--- config.mk ---
export PLATFORM = sky130hd
export DESIGN_NAME = tmcr_regs
export DESIGN_NICKNAME = d
export VERILOG_FILES = /design/src/shared/tmcr_pkg.sv /design/src/rtl/tmcr_regs.sv
export SDC_FILE = /design/constraint.sdc
export NUM_CORES = 1
export LEC_CHECK = 0
export BUFFER_PORTS_ARGS = -buffer_cell sky130_fd_sc_hd__buf_2
export CORE_ASPECT_RATIO = 0.8
export CORE_MARGIN = 4
export CORE_UTILIZATION = 54
export CTS_BUF_LIST = sky130_fd_sc_hd__clkbuf_8
export DETAILED_ROUTE_END_ITERATION = 7
export PLACE_DENSITY = 0.77
export SYNTH_ARGS = -nofsm -noshare
export SYNTH_HDL_FRONTEND = slang
export SYNTH_SLANG_ARGS = --single-unit
--- constraint.sdc ---
create_clock -name core_clk -period 3.4 [get_ports core_clk]
set_input_delay 0.68 -clock core_clk [delete_from_list [all_inputs] [get_ports core_clk]]
set_output_delay 0.68 -clock core_clk [all_outputs]
set_load 0.01 [all_outputs]
--- src/shared/tmcr_pkg.sv ---
`default_nettype none
package tmcr_pkg;
    // ----------------------------------------
    // serial frame and addresses
    // ----------------------------------------
    localparam int FRAME_BITS = 24;
    localparam int DATA_MSB = 19;
    localparam int DATA_LSB = 4;
    localparam logic [4:0] FRAME_CNT = 5'h18;
    localparam logic [4:0] CNT_MAX = 5'h1F;
    localparam logic [3:0] ADDR_RF_MAIN = 4'h0;
    localparam logic [3:0] ADDR_RF_REF = 4'h1;
    localparam logic [3:0] ADDR_OPER = 4'h4;
    localparam logic [3:0] ADDR_CONF = 4'h5;
    localparam logic [15:0] OPER_RST = 16'h090F;
    localparam logic [15:0] CONF_RST = 16'hD03F;
    // ----------------------------------------
    // operation_control fields
    // ----------------------------------------
    localparam int OB_LO_PORT = 15;
    localparam int OB_RFB_HI = 14;
    localparam int OB_IFB_HOLD = 13;
    localparam int OB_MODE_HI = 12;
    localparam int OB_MODE_LO = 11;
    localparam int OB_IF_PORT = 10;
    localparam int OB_OSC_BAND = 9;
    localparam int OB_GAIN_HI = 8;
    localparam int OB_GAIN_LO = 6;
    localparam int OB_SIDE = 5;
    localparam int OB_LOBUF = 4;
    localparam int OB_MODK = 3;
    localparam int OB_STANDBY = 2;
    localparam int OB_TXSLEEP = 1;
    localparam int OB_PWRDN = 0;
    // ----------------------------------------
    // configuration_setup fields
    // ----------------------------------------
    localparam int CB_IF_SYN = 15;
    localparam int CB_RF_SYN = 14;
    localparam int CB_EXT_OSC = 10;
    localparam int CB_IFI_HI = 9;
    localparam int CB_IFI_LO = 8;
    localparam int CB_RFI_HI = 7;
    localparam int CB_RFI_LO = 6;
    localparam int CB_IF_POL = 5;
    localparam int CB_RF_POL = 4;
    localparam int CB_IFB_EN = 3;
    localparam int CB_RFB_LO = 2;
    localparam int CB_LOCK_HI = 1;
    localparam int CB_LOCK_LO = 0;
    // ----------------------------------------
    // codes
    // ----------------------------------------
    localparam logic [1:0] MODE_FM = 2'h0;
    localparam logic [1:0] MODE_CELL = 2'h1;
    localparam logic [1:0] MODE_PCS_LOW = 2'h2;
    localparam logic [1:0] MODE_PCS_UP = 2'h3;
    localparam logic [2:0] RFO_LOW = 3'h1;
    localparam logic [2:0] RFO_HIGH1 = 3'h2;
    localparam logic [2:0] RFO_HIGH0 = 3'h4;
    localparam logic [1:0] BOOST_NONE = 2'h0;
    localparam logic [1:0] BOOST_REPROG = 2'h1;
    localparam logic [1:0] BOOST_ALWAYS = 2'h2;
    localparam logic [1:0] BOOST_UNLOCK = 2'h3;
    localparam logic [1:0] LOCK_IF = 2'h1;
    localparam logic [1:0] LOCK_RF = 2'h2;
    localparam logic [1:0] LOCK_BOTH = 2'h3;
    // ----------------------------------------
    // synchroniser bit slots
    // ----------------------------------------
    localparam int SYNC_W = 7;
    localparam int SI_SCLK = 0;
    localparam int SI_SDATA = 1;
    localparam int SI_CS = 2;
    localparam int SI_IFLOCK = 3;
    localparam int SI_RFLOCK = 4;
    localparam int SI_SHUTDOWN_PIN = 5;
    localparam int SI_TRANSMIT_GATE_PIN = 6;
    localparam logic [6:0] SYNC_RST = 7'h64;
    typedef enum logic [1:0] {RB_IDLE = 2'b01, RB_ACQ = 2'b10} tmcr_boost_t;
endpackage
`default_nettype wire

--- src/rtl/tmcr_regs.sv ---
// Contract
// - bit 15 picks low or high LO port
// - bit 14 is the high RF boost bit
// - bit 13 holds IF boost after lock
// - bits 12:11 pick mode and RF output
// - bit 10 picks high or low IF pair
// - bit 9 picks high or low IF oscillator
// - bits 8:6 set IF gain steps
// - bit 5 picks upper or lower sideband
// - bit 4 switches IF LO buffer
// - bit 3 picks direct or quadrature modulation
// - standby bit low powers down all sections
// - tx sleep low stops modulator, upconverter
// - power-down bit low stops all, keeps registers
// - config bit 15 enables IF synthesizer
// - config bit 14 enables RF synthesizer
// - config bit 10 selects external oscillator
// - bits 9:8 set IF pump current
// - bits 7:6 set RF pump current
// - bits 5 and 4 set detector polarities
// - config bit 3 boosts IF during acquisition
// - bits 1:0 choose lock pin source
// - two RF boost bits choose boost mode
// - serial writes work during shutdown
`default_nettype none
module tmcr_regs (
    // clock and reset
    input wire logic core_clk,
    input wire logic rst,
    // three-wire serial bus
    input wire logic ser_clk,
    input wire logic ser_data,
    input wire logic ser_cs_n,
    // control pins and lock detectors
    input wire logic shutdown_pin_n,
    input wire logic transmit_gate_pin_n,
    input wire logic if_lock,
    input wire logic rf_lock,
    // port and band selection
    output logic lo_port_select_r,
    output logic [2:0] rf_out_sel_r,
    output logic fm_mode_r,
    output logic if_port_select_r,
    output logic if_osc_band_select_r,
    output logic [2:0] if_gain_step_r,
    output logic image_side_select_r,
    output logic lo_buffer_on_r,
    output logic modulation_kind_r,
    // section enables
    output logic modulator_on_r,
    output logic upconverter_on_r,
    output logic if_synth_on_r,
    output logic rf_synth_on_r,
    output logic if_osc_on_r,
    output logic ext_osc_buf_on_r,
    // synthesizer settings
    output logic [1:0] if_pump_current_r,
    output logic [1:0] rf_pump_current_r,
    output logic if_detector_polarity_r,
    output logic rf_detector_polarity_r,
    output logic if_pump_boost_r,
    output logic rf_pump_boost_r,
    output logic lock_pin_r
);
    // ----------------------------------------
    // helpers
    // ----------------------------------------
    // mode code to one-hot RF output
    function automatic logic [2:0] rf_out_dec(input logic [1:0] m);
        case (m)
            tmcr_pkg::MODE_PCS_LOW: rf_out_dec = tmcr_pkg::RFO_HIGH1;
            tmcr_pkg::MODE_PCS_UP: rf_out_dec = tmcr_pkg::RFO_HIGH0;
            default: rf_out_dec = tmcr_pkg::RFO_LOW;
        endcase
    endfunction

    // ----------------------------------------
    // input synchronisers
    // ----------------------------------------
    logic [tmcr_pkg::SYNC_W-1:0] sync1_r;
    logic [tmcr_pkg::SYNC_W-1:0] sync2_r;
    logic sclk_prev_r;
    logic cs_prev_r;
    logic [tmcr_pkg::FRAME_BITS-1:0] shift_r;
    logic [4:0] cnt_r;
    logic [15:0] op_r;
    logic [15:0] cfg_r;
    logic rf_reprog_r;
    tmcr_pkg::tmcr_boost_t rb_state_r;

    // every pin is async to core_clk; idle-high pins reset high
    always_ff @(posedge core_clk or posedge rst) begin
        if (rst) begin
            sync1_r <= tmcr_pkg::SYNC_RST;
            sync2_r <= tmcr_pkg::SYNC_RST;
        end else begin
            sync1_r <= {transmit_gate_pin_n, shutdown_pin_n, rf_lock, if_lock, ser_cs_n, ser_data, ser_clk};
            sync2_r <= sync1_r;
        end
    end

    logic sclk_s;
    logic sdata_s;
    logic cs_n_s;
    logic if_lock_s;
    logic rf_lock_s;
    logic shutdown_pin_n_s;
    logic transmit_gate_pin_n_s;
    assign sclk_s = sync2_r[tmcr_pkg::SI_SCLK];
    assign sdata_s = sync2_r[tmcr_pkg::SI_SDATA];
    assign cs_n_s = sync2_r[tmcr_pkg::SI_CS];
    assign if_lock_s = sync2_r[tmcr_pkg::SI_IFLOCK];
    assign rf_lock_s = sync2_r[tmcr_pkg::SI_RFLOCK];
    assign shutdown_pin_n_s = sync2_r[tmcr_pkg::SI_SHUTDOWN_PIN];
    assign transmit_gate_pin_n_s = sync2_r[tmcr_pkg::SI_TRANSMIT_GATE_PIN];

    // ----------------------------------------
    // serial shifter
    // ----------------------------------------
    // edge history taken from the second stage only
    always_ff @(posedge core_clk or posedge rst) begin
        if (rst) begin
            sclk_prev_r <= 1'b0;
            cs_prev_r <= 1'b1;
        end else begin
            sclk_prev_r <= sclk_s;
            cs_prev_r <= cs_n_s;
        end
    end

    logic sclk_rise;
    logic cs_rise;
    logic frame_ok;
    logic [3:0] frame_addr;
    logic [15:0] frame_data;
    logic wr_op;
    logic wr_cfg;
    assign sclk_rise = sclk_s & ~sclk_prev_r;
    assign cs_rise = cs_n_s & ~cs_prev_r;
    assign frame_ok = cs_rise && (cnt_r == tmcr_pkg::FRAME_CNT);
    assign frame_addr = shift_r[3:0];
    assign frame_data = shift_r[tmcr_pkg::DATA_MSB:tmcr_pkg::DATA_LSB];
    assign wr_op = frame_ok && (frame_addr == tmcr_pkg::ADDR_OPER);
    assign wr_cfg = frame_ok && (frame_addr == tmcr_pkg::ADDR_CONF);

    // msb first while select is low; count saturates so long frames fail
    always_ff @(posedge core_clk or posedge rst) begin
        if (rst) begin
            shift_r <= '0;
            cnt_r <= '0;
        end else if (cs_n_s) begin
            cnt_r <= '0;
        end else if (sclk_rise) begin
            shift_r <= {shift_r[tmcr_pkg::FRAME_BITS-2:0], sdata_s};
            if (cnt_r != tmcr_pkg::CNT_MAX) begin
                cnt_r <= cnt_r + 5'h01;
            end
        end
    end

    // ----------------------------------------
    // control registers
    // ----------------------------------------
    // shutdown never gates the load path, so writes land in any power state
    always_ff @(posedge core_clk or posedge rst) begin
        if (rst) begin
            op_r <= tmcr_pkg::OPER_RST;
            cfg_r <= tmcr_pkg::CONF_RST;
        end else begin
            if (wr_op) begin
                op_r <= frame_data;
            end
            if (wr_cfg) begin
                cfg_r <= frame_data;
            end
        end
    end

    // a write to either RF divider counts as a synthesizer reprogram
    always_ff @(posedge core_clk or posedge rst) begin
        if (rst) begin
            rf_reprog_r <= 1'b0;
        end else begin
            rf_reprog_r <= frame_ok && (frame_addr == tmcr_pkg::ADDR_RF_MAIN || frame_addr == tmcr_pkg::ADDR_RF_REF);
        end
    end

    // ----------------------------------------
    // power sequencing terms
    // ----------------------------------------
    logic run;
    logic tx_run;
    logic if_run;
    logic rf_run;
    logic [1:0] rf_boost_mode;
    assign run = op_r[tmcr_pkg::OB_PWRDN] & shutdown_pin_n_s & op_r[tmcr_pkg::OB_STANDBY];
    assign tx_run = run & op_r[tmcr_pkg::OB_TXSLEEP] & transmit_gate_pin_n_s;
    assign if_run = run & cfg_r[tmcr_pkg::CB_IF_SYN];
    assign rf_run = run & cfg_r[tmcr_pkg::CB_RF_SYN];
    assign rf_boost_mode = {op_r[tmcr_pkg::OB_RFB_HI], cfg_r[tmcr_pkg::CB_RFB_LO]};

    // ----------------------------------------
    // RF boost tracking
    // ----------------------------------------
    // acquisition window opens on reprogram, closes on lock
    always_ff @(posedge core_clk or posedge rst) begin
        if (rst) begin
            rb_state_r <= tmcr_pkg::RB_IDLE;
        end else begin
            case (rb_state_r)
                tmcr_pkg::RB_IDLE: begin
                    if (rf_reprog_r) begin
                        rb_state_r <= tmcr_pkg::RB_ACQ;
                    end
                end
                tmcr_pkg::RB_ACQ: begin
                    if (rf_lock_s && !rf_reprog_r) begin
                        rb_state_r <= tmcr_pkg::RB_IDLE;
                    end
                end
                default: rb_state_r <= tmcr_pkg::RB_IDLE;
            endcase
        end
    end

    logic rf_boost_nxt;
    logic lock_pin_nxt;
    always_comb begin
        case (rf_boost_mode)
            tmcr_pkg::BOOST_REPROG: rf_boost_nxt = rf_run && (rb_state_r == tmcr_pkg::RB_ACQ);
            tmcr_pkg::BOOST_ALWAYS: rf_boost_nxt = rf_run;
            tmcr_pkg::BOOST_UNLOCK: rf_boost_nxt = rf_run && !rf_lock_s;
            default: rf_boost_nxt = 1'b0;
        endcase
    end

    // test code drives low: no internal test signal to show
    always_comb begin
        case (cfg_r[tmcr_pkg::CB_LOCK_HI:tmcr_pkg::CB_LOCK_LO])
            tmcr_pkg::LOCK_IF: lock_pin_nxt = if_lock_s;
            tmcr_pkg::LOCK_RF: lock_pin_nxt = rf_lock_s;
            tmcr_pkg::LOCK_BOTH: lock_pin_nxt = if_lock_s & rf_lock_s;
            default: lock_pin_nxt = 1'b0;
        endcase
    end

    // ----------------------------------------
    // registered outputs
    // ----------------------------------------
    // one extra cycle of latency buys glitch-free analog controls
    always_ff @(posedge core_clk or posedge rst) begin
        if (rst) begin
            lo_port_select_r <= 1'b0;
            rf_out_sel_r <= tmcr_pkg::RFO_LOW;
            fm_mode_r <= 1'b0;
            if_port_select_r <= 1'b0;
            if_osc_band_select_r <= 1'b0;
            if_gain_step_r <= 3'h4;
            image_side_select_r <= 1'b0;
            lo_buffer_on_r <= 1'b0;
            modulation_kind_r <= 1'b1;
            modulator_on_r <= 1'b0;
            upconverter_on_r <= 1'b0;
            if_synth_on_r <= 1'b0;
            rf_synth_on_r <= 1'b0;
            if_osc_on_r <= 1'b0;
            ext_osc_buf_on_r <= 1'b0;
            if_pump_current_r <= 2'h0;
            rf_pump_current_r <= 2'h0;
            if_detector_polarity_r <= 1'b1;
            rf_detector_polarity_r <= 1'b1;
            if_pump_boost_r <= 1'b0;
            rf_pump_boost_r <= 1'b0;
            lock_pin_r <= 1'b0;
        end else begin
            lo_port_select_r <= op_r[tmcr_pkg::OB_LO_PORT];
            rf_out_sel_r <= rf_out_dec(op_r[tmcr_pkg::OB_MODE_HI:tmcr_pkg::OB_MODE_LO]);
            fm_mode_r <= op_r[tmcr_pkg::OB_MODE_HI:tmcr_pkg::OB_MODE_LO] == tmcr_pkg::MODE_FM;
            if_port_select_r <= op_r[tmcr_pkg::OB_IF_PORT];
            if_osc_band_select_r <= op_r[tmcr_pkg::OB_OSC_BAND];
            if_gain_step_r <= op_r[tmcr_pkg::OB_GAIN_HI:tmcr_pkg::OB_GAIN_LO];
            image_side_select_r <= op_r[tmcr_pkg::OB_SIDE];
            lo_buffer_on_r <= run & op_r[tmcr_pkg::OB_LOBUF];
            modulation_kind_r <= op_r[tmcr_pkg::OB_MODK];
            modulator_on_r <= tx_run;
            upconverter_on_r <= tx_run;
            if_synth_on_r <= if_run;
            rf_synth_on_r <= rf_run;
            if_osc_on_r <= run & ~cfg_r[tmcr_pkg::CB_EXT_OSC];
            ext_osc_buf_on_r <= run & cfg_r[tmcr_pkg::CB_EXT_OSC];
            if_pump_current_r <= cfg_r[tmcr_pkg::CB_IFI_HI:tmcr_pkg::CB_IFI_LO];
            rf_pump_current_r <= cfg_r[tmcr_pkg::CB_RFI_HI:tmcr_pkg::CB_RFI_LO];
            if_detector_polarity_r <= cfg_r[tmcr_pkg::CB_IF_POL];
            rf_detector_polarity_r <= cfg_r[tmcr_pkg::CB_RF_POL];
            if_pump_boost_r <= if_run & (op_r[tmcr_pkg::OB_IFB_HOLD]
                | (cfg_r[tmcr_pkg::CB_IFB_EN] & ~if_lock_s));
            rf_pump_boost_r <= rf_boost_nxt;
            lock_pin_r <= lock_pin_nxt;
        end
    end
endmodule
`default_nettype wire

# Yosys cells after proc, flatten, opt, wreduce, memory -nomap -nowiden
# Index checks and enable logic that the tools add are counted.
[totals] register_bits=103 input_bits=9
[classes] eq_ne=17 bitwise=20 muxes=9 n_reduce_logical=17 add_sub_neg=1
[ops] cell="5-bit two-way mux" count=3
[ops] cell="1-bit AND" count=14
[ops] cell="2-bit == test (second input constant)" count=7
[ops] cell="4-bit by 3-bit == test with 1-bit output (second input constant)" count=2
[ops] cell="1-bit logical AND" count=7
[ops] cell="2-bit by 1-bit == test with 1-bit output (second input constant)" count=3
[ops] cell="1-bit case mux with 3 select lines" count=2
[ops] cell="3-bit case mux with 2 select lines" count=1
[ops] cell="2-bit AND reduction" count=3
[ops] cell="5-bit by 1-bit adder with 5-bit output (second input constant)" count=1
[ops] cell="5-bit == test (second input constant)" count=1
[ops] cell="5-bit inequality test (second input constant)" count=1
[ops] cell="1-bit inverter" count=5
[ops] cell="4-bit by 1-bit == test with 1-bit output (second input constant)" count=1
[ops] cell="4-bit logical NOT" count=1
[ops] cell="2-bit two-way mux" count=2
[ops] cell="2-bit inequality test (second input constant)" count=2
[ops] cell="2-bit case mux with 2 select lines" count=1
[ops] cell="2-bit nonzero test" count=2
[ops] cell="1-bit logical NOT" count=2
[ops] cell="2-bit logical NOT" count=1
[ops] cell="1-bit logical OR" count=1
[ops] cell="1-bit OR" count=1

# Depth between registers and ports, before layout
# Gate-level depths: netlist of run 1.
[logic_depth] word_depth=5 ltp_mapped=7

# Least setup slack after synthesis of run 1
# No wires, ideal clock.
[synth_path] kind="register to register" startpoint="register cnt_r[0]" endpoint="register cnt_r[3]" synth_period_minus_slack_ns=1.946 stages_incl_launch_ff=7 path_buffers=0 required_time_ns=3.323 arrival_ns=1.869 slack_ns=1.454 cell_sequence="dfrtp_1 -> ha_1 -> and3_2 -> ha_1 -> or3b_1 -> or3_1 -> a21oi_1"
[synth_between] elab_chain_len=4 word_cells_on_any_way=7 cone_classes="1 x add/sub; 1 x eq/ne; 3 x mux; 2 x reduce/logical"
[synth_rtl] item="from (decl)" line_no="tmcr_regs.sv:85" rtl="logic [4:0] cnt_r;"
[synth_rtl] item="from (signal assigned)" line_no="tmcr_regs.sv:156" rtl="cnt_r <= cnt_r + 5'h01;"
[synth_rtl] item="5-bit by 1-bit adder with 5-bit output" line_no="tmcr_regs.sv:156"
[synth_rtl] item="5-bit two-way mux" line_no="tmcr_regs.sv:155" rtl="if (cnt_r != tmcr_pkg::CNT_MAX) begin"
[synth_rtl] item="5-bit two-way mux" line_no="tmcr_regs.sv:153" rtl="end else if (sclk_rise) begin"
[synth_rtl] item="5-bit two-way mux" line_no="tmcr_regs.sv:151" rtl="end else if (cs_n_s) begin"
# Parallel ways exist; a longest one is shown, timed or not. The select of a mux whose other input is x is not followed.
# A chain may end at the register's enable or synchronous reset.

# Worst setup path after layout of run 1
[layout_path] startpoint="register cnt_r[0]" endpoint="register cfg_r[10]"
[layout_between] elab_chain_len=3
[layout_rtl] item="5-bit == test" line_no="tmcr_regs.sv:140" rtl="assign frame_ok = cs_rise && (cnt_r == tmcr_pkg::FRAME_CNT);"
[layout_rtl] item="1-bit logical AND" line_no="tmcr_regs.sv:140"
[layout_rtl] item="1-bit logical AND" line_no="tmcr_regs.sv:144" rtl="assign wr_cfg = frame_ok && (frame_addr == tmcr_pkg::ADDR_CONF);"
[layout_rtl] item="to (signal assigned)" line_no="tmcr_regs.sv:168" rtl="cfg_r <= tmcr_pkg::CONF_RST;"
[layout_rtl] item="to (signal assigned)" line_no="tmcr_regs.sv:174" rtl="cfg_r <= frame_data;"
[layout_rtl] item="to (decl)" line_no="tmcr_regs.sv:87" rtl="logic [15:0] cfg_r;"
# Every way passes these cells.

==> flow_metrics.env, run 1 <==
export IMPL_outcome="completed"
export IMPL_grt_pass1_wl_um=9250
export IMPL_synthArstFlopShare=1.00
export IMPL_fin_crit_ns=2.19
export IMPL_crit_required_ns=3.66
export IMPL_cts_buffer_depth=2
export IMPL_yosysSeqAreaShare=0.704
export IMPL_cp_num_cells=5
export IMPL_grt_pass1_vias=1862
export IMPL_rsz0062_at_grt="false"
export IMPL_grt_overflow=0
export IMPL_cpPeakStageDelay_ns=0.74
export IMPL_peakVddDrop_mv=0.245
export IMPL_setup_viol=0
export IMPL_cp_start_kind="flip-flop"
export IMPL_arrival_ns=2.44
export IMPL_antenna_found_initial=0
export IMPL_stdcell_count=345
export IMPL_grtUsageTotal=0.152
export IMPL_antennaDiodeCount=0
export IMPL_vias=1756
export IMPL_die_h_um=81.1
export IMPL_final_area_um2=4080
export IMPL_synth_cells=212
export IMPL_synthTopCellsByArea="dfrtp_1, dfstp_2, mux2_2, mux2_4, ha_1"
export IMPL_wirelength_um=5390
export IMPL_drt_first_pass_iters=4
export IMPL_clock_skew_ns=0.0105
export IMPL_maxCapViolCount=0
export IMPL_areaGrowthSynthToFinish_pct=13.3
export IMPL_hold_path_class="flip-flop to flip-flop"
export IMPL_synth_edf_count=0
export IMPL_yosysTopAreaCell="dfrtp_1"
export IMPL_holdPathStages=0
export IMPL_fin_tns_setup_ns=0
export IMPL_slew_violations=0
export IMPL_placed_cell_area_um2=3860
export IMPL_portBuffers=36
export IMPL_ios=37
export IMPL_ant_nets=0
export IMPL_seqCellArea_um2=2540
export IMPL_routabilityCongestion=0.813
export IMPL_ys_dominant_reg_cell="dfrtp_1"
export IMPL_criticalPathCategory="flip-flop to flip-flop"
export IMPL_fin_crit_sh=0.643
export IMPL_layout_common_cells="dfrtp_1, buf_2, mux2_2"
export IMPL_finalHoldViolCount=0
export IMPL_htree_levels=3
export IMPL_fp_row_count=26
export IMPL_slew_headroom=0.290
export IMPL_via_per_inst=5.09
export IMPL_clk_latency_ns=0.36
export IMPL_setup_worst_path_end_class="flip-flop"
export IMPL_nNetsFinal=268
export IMPL_dpl_cell_count=329
export IMPL_crit_fanout=13
export IMPL_fillers=484
export IMPL_core_area_um2=6440
export IMPL_tightest_slew_ns=1.07
export IMPL_layout_commonest_cell="dfrtp_1"
export IMPL_dpl_hpwl_um=3530
export IMPL_post_cts_repair_setup_buffers=0
export IMPL_cts_hold_buffers_added=0
export IMPL_multi_input_area_um2=990
export IMPL_yosysUniqueCellTypes=31
export IMPL_cp_slowest_cell="and4_1"
export IMPL_yosysWarnings=0
export IMPL_die_area_um2=8050
export IMPL_cts_sinks=100
export IMPL_drive_above_1_share=0.517
export IMPL_wl_per_cell_um=15.6
export IMPL_syn_nets=224
export IMPL_cts_made_buffers=9
export IMPL_initial_utilization=0.559
export IMPL_yosys_register_bits=100
export IMPL_clock_fmax_mhz=457
export IMPL_detailedRoute_firstIterationViolations=53
export IMPL_path_buf_inv=1
export IMPL_cts_root_buf="clkbuf_8"
export IMPL_grt_max_degree=94
export IMPL_path_cells="inv_1, ha_1, and4b_1, and4_1, mux2_2"
export IMPL_cp_top_family="simple AND/OR/NAND/NOR gates"
export IMPL_drcViolationCount=0
export IMPL_netlist_area_um2=3600
export IMPL_cts_resized=0
export IMPL_power_density_nw_per_um2=545
export IMPL_whs_ns=0.358
export IMPL_die_w_um=99.3
export IMPL_path_clk_slew_ns=0.09
export IMPL_synth_area_per_cell_um2=17.0
export IMPL_ff2ff_path_depth=5
export IMPL_leakage_uw=0.00205
export IMPL_yosysTopAreaCellShare=0.507
export IMPL_tritoncts="done"
[registers in the layout, indices dropped and copies added (netlist names), 3 cells and up]
name,cells
shift_r,20
cnt_r,5
rf_out_sel_r,3
sync2_r,7
op_r,16
if_gain_step_r,3
sync1_r,7
cfg_r,13
[logic make-up after synthesis]
family                   count (synthesis)  share of synthesized area
flip-flops                             100                      0.704
multiplexers                            50                      0.177
AND/OR/NAND/NOR                         35                     0.0677
buffers and inverters                   12                     0.0229
AO/OA/AOI/OAI                           11                     0.0160
adder cells (fa/ha/maj)                  3                     0.0104
XOR/XNOR                                 1                    0.00243
[synth_stat cells (2+ instances only)]
library cell   n
ha_1           3
nor2_1         4
mux2_4        20
mux2_2        29
nand2_1        8
nor4bb_1       2
a21oi_1        7
dfrtp_1       73
buf_2          2
dfstp_2       27
nor3b_1        2
nor2b_1        3
buf_6          2
and3_1         2
o21ai_0        3
inv_1          6
and2_1         5
[per-layer routing]
| metal | track usage | part of all wire | vias up |
|---|---|---|---|
| met5 | 0 | 0 | - |
| met4 | 0.0559 | 0.015 | 0 |
| met3 | 0.0592 | 0.061 | 12 |
| met2 | 0.238 | 0.47 | 40 |
| met1 | 0.195 | 0.46 | 892 |
| li1 | - | - | 812 |
[final cells by class]
cell class | instances | area share
Inverter | 6 | 0.00613
Timing Repair Buffer | 39 | 0.0497
Clock inverter | 7 | 0.0242
Tap cell | 84 | 0.0258
Sequential cell | 100 | 0.621
Clock buffer | 9 | 0.0303
Multi-Input combinational cell | 100 | 0.242
[power by group]
part / switching, µW / internal [µW] / leakage, µW
clock network: 404 / 419 / 0.000109
registers: 61.0 / 1250 / 0.00126
logic: 41.4 / 49.7 / 0.000675
[per-stage QoR]
| stage | setup WS (ns) | utilization | power (µW) |
|---|---|---|---|
| floorplan | 0.146 | - | 1390 |
| global placement | 1.26 | 0.599 | 1420 |
| detailed placement | 1.21 | 0.599 | 1430 |
| CTS | 1.21 | 0.634 | 2250 |
| global route | 1.07 | 0.634 | 2320 |
| finish | 1.21 | 0.634 | 2220 |
[worst reg2reg max path, cell delays in order (launching register included)]
cell	delay (ns)
dfrtp_1	0.42
inv_1	0.10
ha_1	0.14
and4b_1	0.27
and4_1	0.74
mux2_2	0.41
[worst paths after layout]
path	start	to	slack (ns)
hold reg to reg	sync1_r[3]	sync2_r[3]	0.36
setup reg to reg	cnt_r[0]	cfg_r[10]	1.21
setup / recovery	cnt_r[0]	cfg_r[10]	1.21
hold / removal	sync1_r[3]	sync2_r[3]	0.36
max in group asynchronous	rst	op_r[2]	2.02
min in group asynchronous	rst	op_r[10]	0.59
Power figures use the tool's default switching activity.
==> run 2, diff against run 1 <==
- clock period: 3.4 -> 2 ns (I/O delays scaled with it)
==> run 2 against run 1 <==
  * Sequential share of layout area decreased by 0.77 points
  * Sequential cell count unchanged
  * Largest power group unchanged
  * Combinational power increased by 76%
  * Critical path type unchanged
  * Critical endpoint is now cnt_r[3]
==> flow_metrics.env, run 2 (synthesis gave the netlist of run 1 again) <==
export IMPL_outcome="completed"
export IMPL_drt_first_pass_iters=4
export IMPL_finalHoldViolCount=0
export IMPL_largest_register_ffs=20
export IMPL_areaGrowthSynthToFinish_pct=14.7
export IMPL_fin_ws_ns=0.0761
export IMPL_grtUsageTotal=0.142
export IMPL_tritoncts="done"
export IMPL_vias=1747
export IMPL_tightest_slew_ns=0.489
export IMPL_grt_pass1_wl_um=8710
export IMPL_core_area_um2=6440
export IMPL_antenna_found_initial=0
export IMPL_dp_slack_ns=0.0134
export IMPL_via_per_inst=5.02
export IMPL_dpl_hpwl_um=3180
export IMPL_slew_violations=0
export IMPL_grt_overflow=0
export IMPL_wl_per_cell_um=14.5
export IMPL_grt_pass1_vias=1777
export IMPL_clock_skew_ns=0.00764
export IMPL_cpPeakStageDelay_ns=0.42
export IMPL_portBuffers=36
export IMPL_clock_fmax_mhz=520
export IMPL_cts_sinks=100
export IMPL_cts_made_buffers=9
export IMPL_cpMostUsedCell="ha_2"
export IMPL_antennaDiodeCount=0
export IMPL_initial_utilization=0.559
export IMPL_die_area_um2=8050
export IMPL_nNetsFinal=271
export IMPL_crit_required_ns=2.29
export IMPL_top_regs="shift_r x20, op_r x16, cfg_r x13"
export IMPL_met3_usage=0.0609
export IMPL_slew_headroom=0.674
export IMPL_clk_latency_ns=0.36
export IMPL_htree_levels=3
export IMPL_grtUsageMet1=0.189
export IMPL_placed_cell_area_um2=3900
export IMPL_crit_fanout=4
export IMPL_cts_buffer_depth=2
export IMPL_fp_row_count=26
export IMPL_drive_above_1_share=0.549
export IMPL_die_w_um=99.3
export IMPL_fin_crit_sh=0.962
export IMPL_fin_crit_ns=1.92
export IMPL_peakVddDrop_mv=0.679
export IMPL_cts_root_buf="clkbuf_8"
export IMPL_path_cells="ha_2, and3_2, ha_2, or3b_4, or3_4, a21oi_2"
export IMPL_busiest_layer="met2"
export IMPL_grt_met2_usage=0.212
export IMPL_arrival_ns=2.22
export IMPL_setup_worst_path_end_class="flip-flop"
export IMPL_final_area_um2=4130
export IMPL_cts_hold_buffers_added=0
export IMPL_rsz0062_at_grt="true"
export IMPL_layout_commonest_cell="dfrtp_1"
export IMPL_cp_slowest_cell="dfrtp_1"
export IMPL_layout_common_cells="dfrtp_1, buf_2, mux2_2"
export IMPL_maxCapViolCount=0
export IMPL_path_clk_slew_ns=0.09
export IMPL_largest_register="shift_r"
export IMPL_setup_viol=0
export IMPL_ant_nets=0
export IMPL_hold_path_class="input pin to flip-flop"
export IMPL_detailedRoute_firstIterationViolations=76
export IMPL_leakage_uw=0.00205
export IMPL_criticalPathCategory="flip-flop to flip-flop"
export IMPL_ios=37
export IMPL_drcViolationCount=0
export IMPL_cp_start_kind="flip-flop"
export IMPL_die_h_um=81.1
export IMPL_grt_max_degree=101
export IMPL_fillers=486
export IMPL_routabilityCongestion=0.723
export IMPL_power_density_nw_per_um2=890
export IMPL_wirelength_um=5050
run 2: cell types whose count changed in the layout (fill, tap and decap cells not counted), sizes merged:
cell | previous run | this run
bufinv | 2 | 1
clkinvlp | 2 | 3
clkinv | 0 | 1
buf | 39 | 42
inv | 9 | 8
run 2: stage by stage:
step	utilization	hold WS, ns	cells	setup TNS, ns	total power (µW)
4_1_cts	0.638	0.110	347	0	3740
3_3_place_gp	0.605	0.332	331	0	2410
3_5_place_dp	0.605	0.335	331	0	2420
2_1_floorplan	-	0.331	212	0	2360
5_1_grt	0.642	0.101	348	-0.00363	3870
6_report	0.642	0.134	348	0	3680
run 2: worst paths after layout:
check                      depth (start not counted)        from              end  slack, ns
min in group asynchronous                          3         rst  rf_out_sel_r[2]       0.18
max                                                6    cnt_r[1]         cnt_r[3]       0.08
min reg2reg                                        0  sync1_r[3]       sync2_r[3]       0.35
max in group asynchronous                          3         rst       sync2_r[6]       1.44
min                                                1    ser_cs_n       sync1_r[2]       0.13
max reg2reg                                        6    cnt_r[1]         cnt_r[3]       0.08
run 2: layout make-up:
cell class                      instances  area, µm²  area share
Inverter                                6       26.3     0.00636
Clock inverter                          7       83.8      0.0203
Sequential cell                       100       2540       0.614
Clock buffer                            9        124      0.0300
Tap cell                               84        105      0.0254
Timing Repair Buffer                   42        250      0.0606
Multi-Input combinational cell        100       1010       0.244
run 2: critical path, delay by kind of cell (launching register included):
kind                       cells  cell delay [ns]
and+or+nand+nor                3             0.96
AOI/OAI and AO/OA              1             0.12
adders and majority gates      2             0.36
DFF                            1             0.42
run 2: routing by layer:
layer | wire [µm] | vias up
li1 | - | 822
met1 | 2290 | 876
met2 | 2380 | 43
met3 | 303 | 6
met4 | 63 | 0
met5 | 0 | -
run 2: report_power, final:
| part | switching, µW | internal [µW] |
|---|---|---|
| Sequential | 104 | 2120 |
| Combinational | 70.9 | 89.6 |
| Clock | 690 | 601 |
run 2: repair_timing:
item,in CTS,in global routing
endpoints found under the hold margin,0,0
resized for setup,0,7
endpoints found under the setup margin,0,1
buffers inserted,0,1
==> run 3, diff against run 2 <==
- PLACE_DENSITY: 0.77 -> unset
- PLACE_DENSITY_LB_ADDON: unset -> 0.3
- RECOVER_POWER: unset -> 100
==> run 3 against run 2 <==
  * Combinational power fell by 3%
  * Clock power barely moved
  * Register-to-register slack barely moved
  * Die area did not move
  * Sequential cell count did not move
  * First-iteration DRC count fell by 16%
  * Setup slack got worse by 0.0069 ns
  * Critical path type unchanged
  * Highest routed layer unchanged
==> flow_metrics.env, run 3 (synthesis gave the netlist of run 1 again) <==
export IMPL_initial_utilization=0.559
export IMPL_clk_latency_ns=0.37
export IMPL_clock_fmax_mhz=518
export IMPL_slew_headroom=0.296
export IMPL_power_total_uw=3650
export IMPL_grt_pass1_wl_um=8920
export IMPL_cp_slowest_cell="dfrtp_1"
export IMPL_crit_fanout=3
export IMPL_via_per_inst=5.00
export IMPL_criticalPathCategory="flip-flop to flip-flop"
export IMPL_clock_skew_ns=0.00977
export IMPL_antennaDiodeCount=0
export IMPL_layout_commonest_cell="dfrtp_1"
export IMPL_antenna_found_initial=0
export IMPL_top_regs="shift_r x20, op_r x16, cfg_r x13"
export IMPL_cts_root_buf="clkbuf_8"
export IMPL_tightest_slew_ns=1.05
export IMPL_grtUsageTotal=0.146
export IMPL_nNetsFinal=274
export IMPL_finalHoldViolCount=0
export IMPL_layout_common_cells="dfrtp_1, mux2_2, clkbuf_1"
export IMPL_crit_required_ns=2.30
export IMPL_cp_top_family="simple AND/OR/NAND/NOR gates"
export IMPL_drcViolationCount=0
export IMPL_outcome="completed"
export IMPL_tritoncts="done"
export IMPL_path_buf_inv=0
export IMPL_grt_pass1_vias=1845
export IMPL_fp_row_count=26
export IMPL_path_clk_slew_ns=0.09
export IMPL_grt_overflow=0
export IMPL_largest_register_ffs=20
export IMPL_ant_nets=0
export IMPL_slew_violations=0
export IMPL_drt_first_pass_iters=4
export IMPL_die_area_um2=8050
export IMPL_fin_ws_ns=0.0692
export IMPL_hold_path_class="input pin to flip-flop"
export IMPL_cts_sinks=100
export IMPL_setup_worst_path_end_class="flip-flop"
export IMPL_core_area_um2=6440
export IMPL_detailedRoute_firstIterationViolations=64
export IMPL_leakage_uw=0.00192
export IMPL_setup_viol=0
export IMPL_wirelength_um=5220
export IMPL_cp_start_kind="flip-flop"
export IMPL_drive_above_1_share=0.397
export IMPL_dp_slack_ns=0.0173
export IMPL_arrival_ns=2.23
export IMPL_fin_crit_sh=0.965
export IMPL_cts_made_buffers=9
export IMPL_wl_per_cell_um=14.9
export IMPL_areaGrowthSynthToFinish_pct=12.4
export IMPL_power_density_nw_per_um2=902
export IMPL_largest_register="shift_r"
export IMPL_path_cells="ha_1, and3_2, ha_2, or3b_4, or3_4, a21oi_2"
export IMPL_peakVddDrop_mv=0.809
export IMPL_cpPeakStageDelay_ns=0.41
export IMPL_grt_max_degree=43
export IMPL_htree_levels=3
export IMPL_die_h_um=81.1
export IMPL_dpl_hpwl_um=3410
export IMPL_ios=37
export IMPL_routabilityCongestion=0.712
export IMPL_maxCapViolCount=0
export IMPL_vias=1756
export IMPL_whs_ns=0.126
export IMPL_portBuffers=36
export IMPL_fin_crit_ns=1.93
export IMPL_cts_buffer_depth=2
export IMPL_die_w_um=99.3
-- run 3: cell types whose count changed in the layout (fill, tap and decap cells not counted), sizes merged --
cell | previous run | this run
clkinv | 1 | 2
buf | 42 | 12
clkbuf | 9 | 42
inv | 8 | 7
-- run 3: what timing repair did --
item	4_1_cts	5_1_grt
hold buffers	0	0
buffers inserted	0	2
gates resized for setup	0	5
endpoints found under the setup margin	0	1
-- run 3: layout make-up --
type	instances	area, µm²
flip-flops and latches	100	2540
fillers	509	2390
multi-input cells	100	983
repair buffers	45	201
clock buffers	9	124
well taps	84	105
clock inverters	7	77.6
inverters	6	23.8
-- run 3: routing by layer --
| layer | vias up | part of all wire | GRT usage | wire length (µm) |
|---|---|---|---|---|
| li1 | 825 | - | - | - |
| met1 | 882 | 0.47 | 0.190 | 2440 |
| met2 | 37 | 0.45 | 0.224 | 2370 |
| met3 | 12 | 0.057 | 0.0481 | 299 |
| met4 | 0 | 0.021 | 0.0709 | 111 |
| met5 | - | 0 | 0 | 0 |
-- run 3: final timing paths --
check / startpoint / end / depth (start not counted) / slack, ns
max in group asynchronous: rst / rf_synth_on_r / 3 / 0.35
hold reg to reg: sync1_r[3] / sync2_r[3] / 0 / 0.35
setup / recovery: cnt_r[0] / cnt_r[3] / 6 / 0.07
setup reg to reg: cnt_r[0] / cnt_r[3] / 6 / 0.07
hold / removal: transmit_gate_pin_n / sync1_r[6] / 1 / 0.13
min in group asynchronous: rst / fm_mode_r / 2 / 0.21
-- run 3: where the power goes --
part           switching [µW]  total [µW]  internal (µW)
Clock                     689        1270            586
Combinational            70.2         155           85.2
Sequential               99.9        2220           2120
-- run 3: stage by stage --
| step | utilization | setup TNS, ns | std cells | cell area (µm²) |
|---|---|---|---|---|
| 4_1_cts | 0.639 | 0 | 349 | 4120 |
| 3_3_place_gp | 0.608 | 0 | 333 | 3920 |
| 6_report | 0.629 | 0 | 351 | 4050 |
| 2_1_floorplan | - | 0 | 212 | 3610 |
| 5_1_grt | 0.629 | -0.0208 | 351 | 4050 |
| 3_5_place_dp | 0.608 | 0 | 333 | 3920 |
-- run 3: worst register-to-register path, stage by stage (launching register included) --
cell,delay (ns)
dfrtp_1,0.41
ha_1,0.21
and3_2,0.21
ha_2,0.18
or3b_4,0.37
or3_4,0.37
a21oi_2,0.12
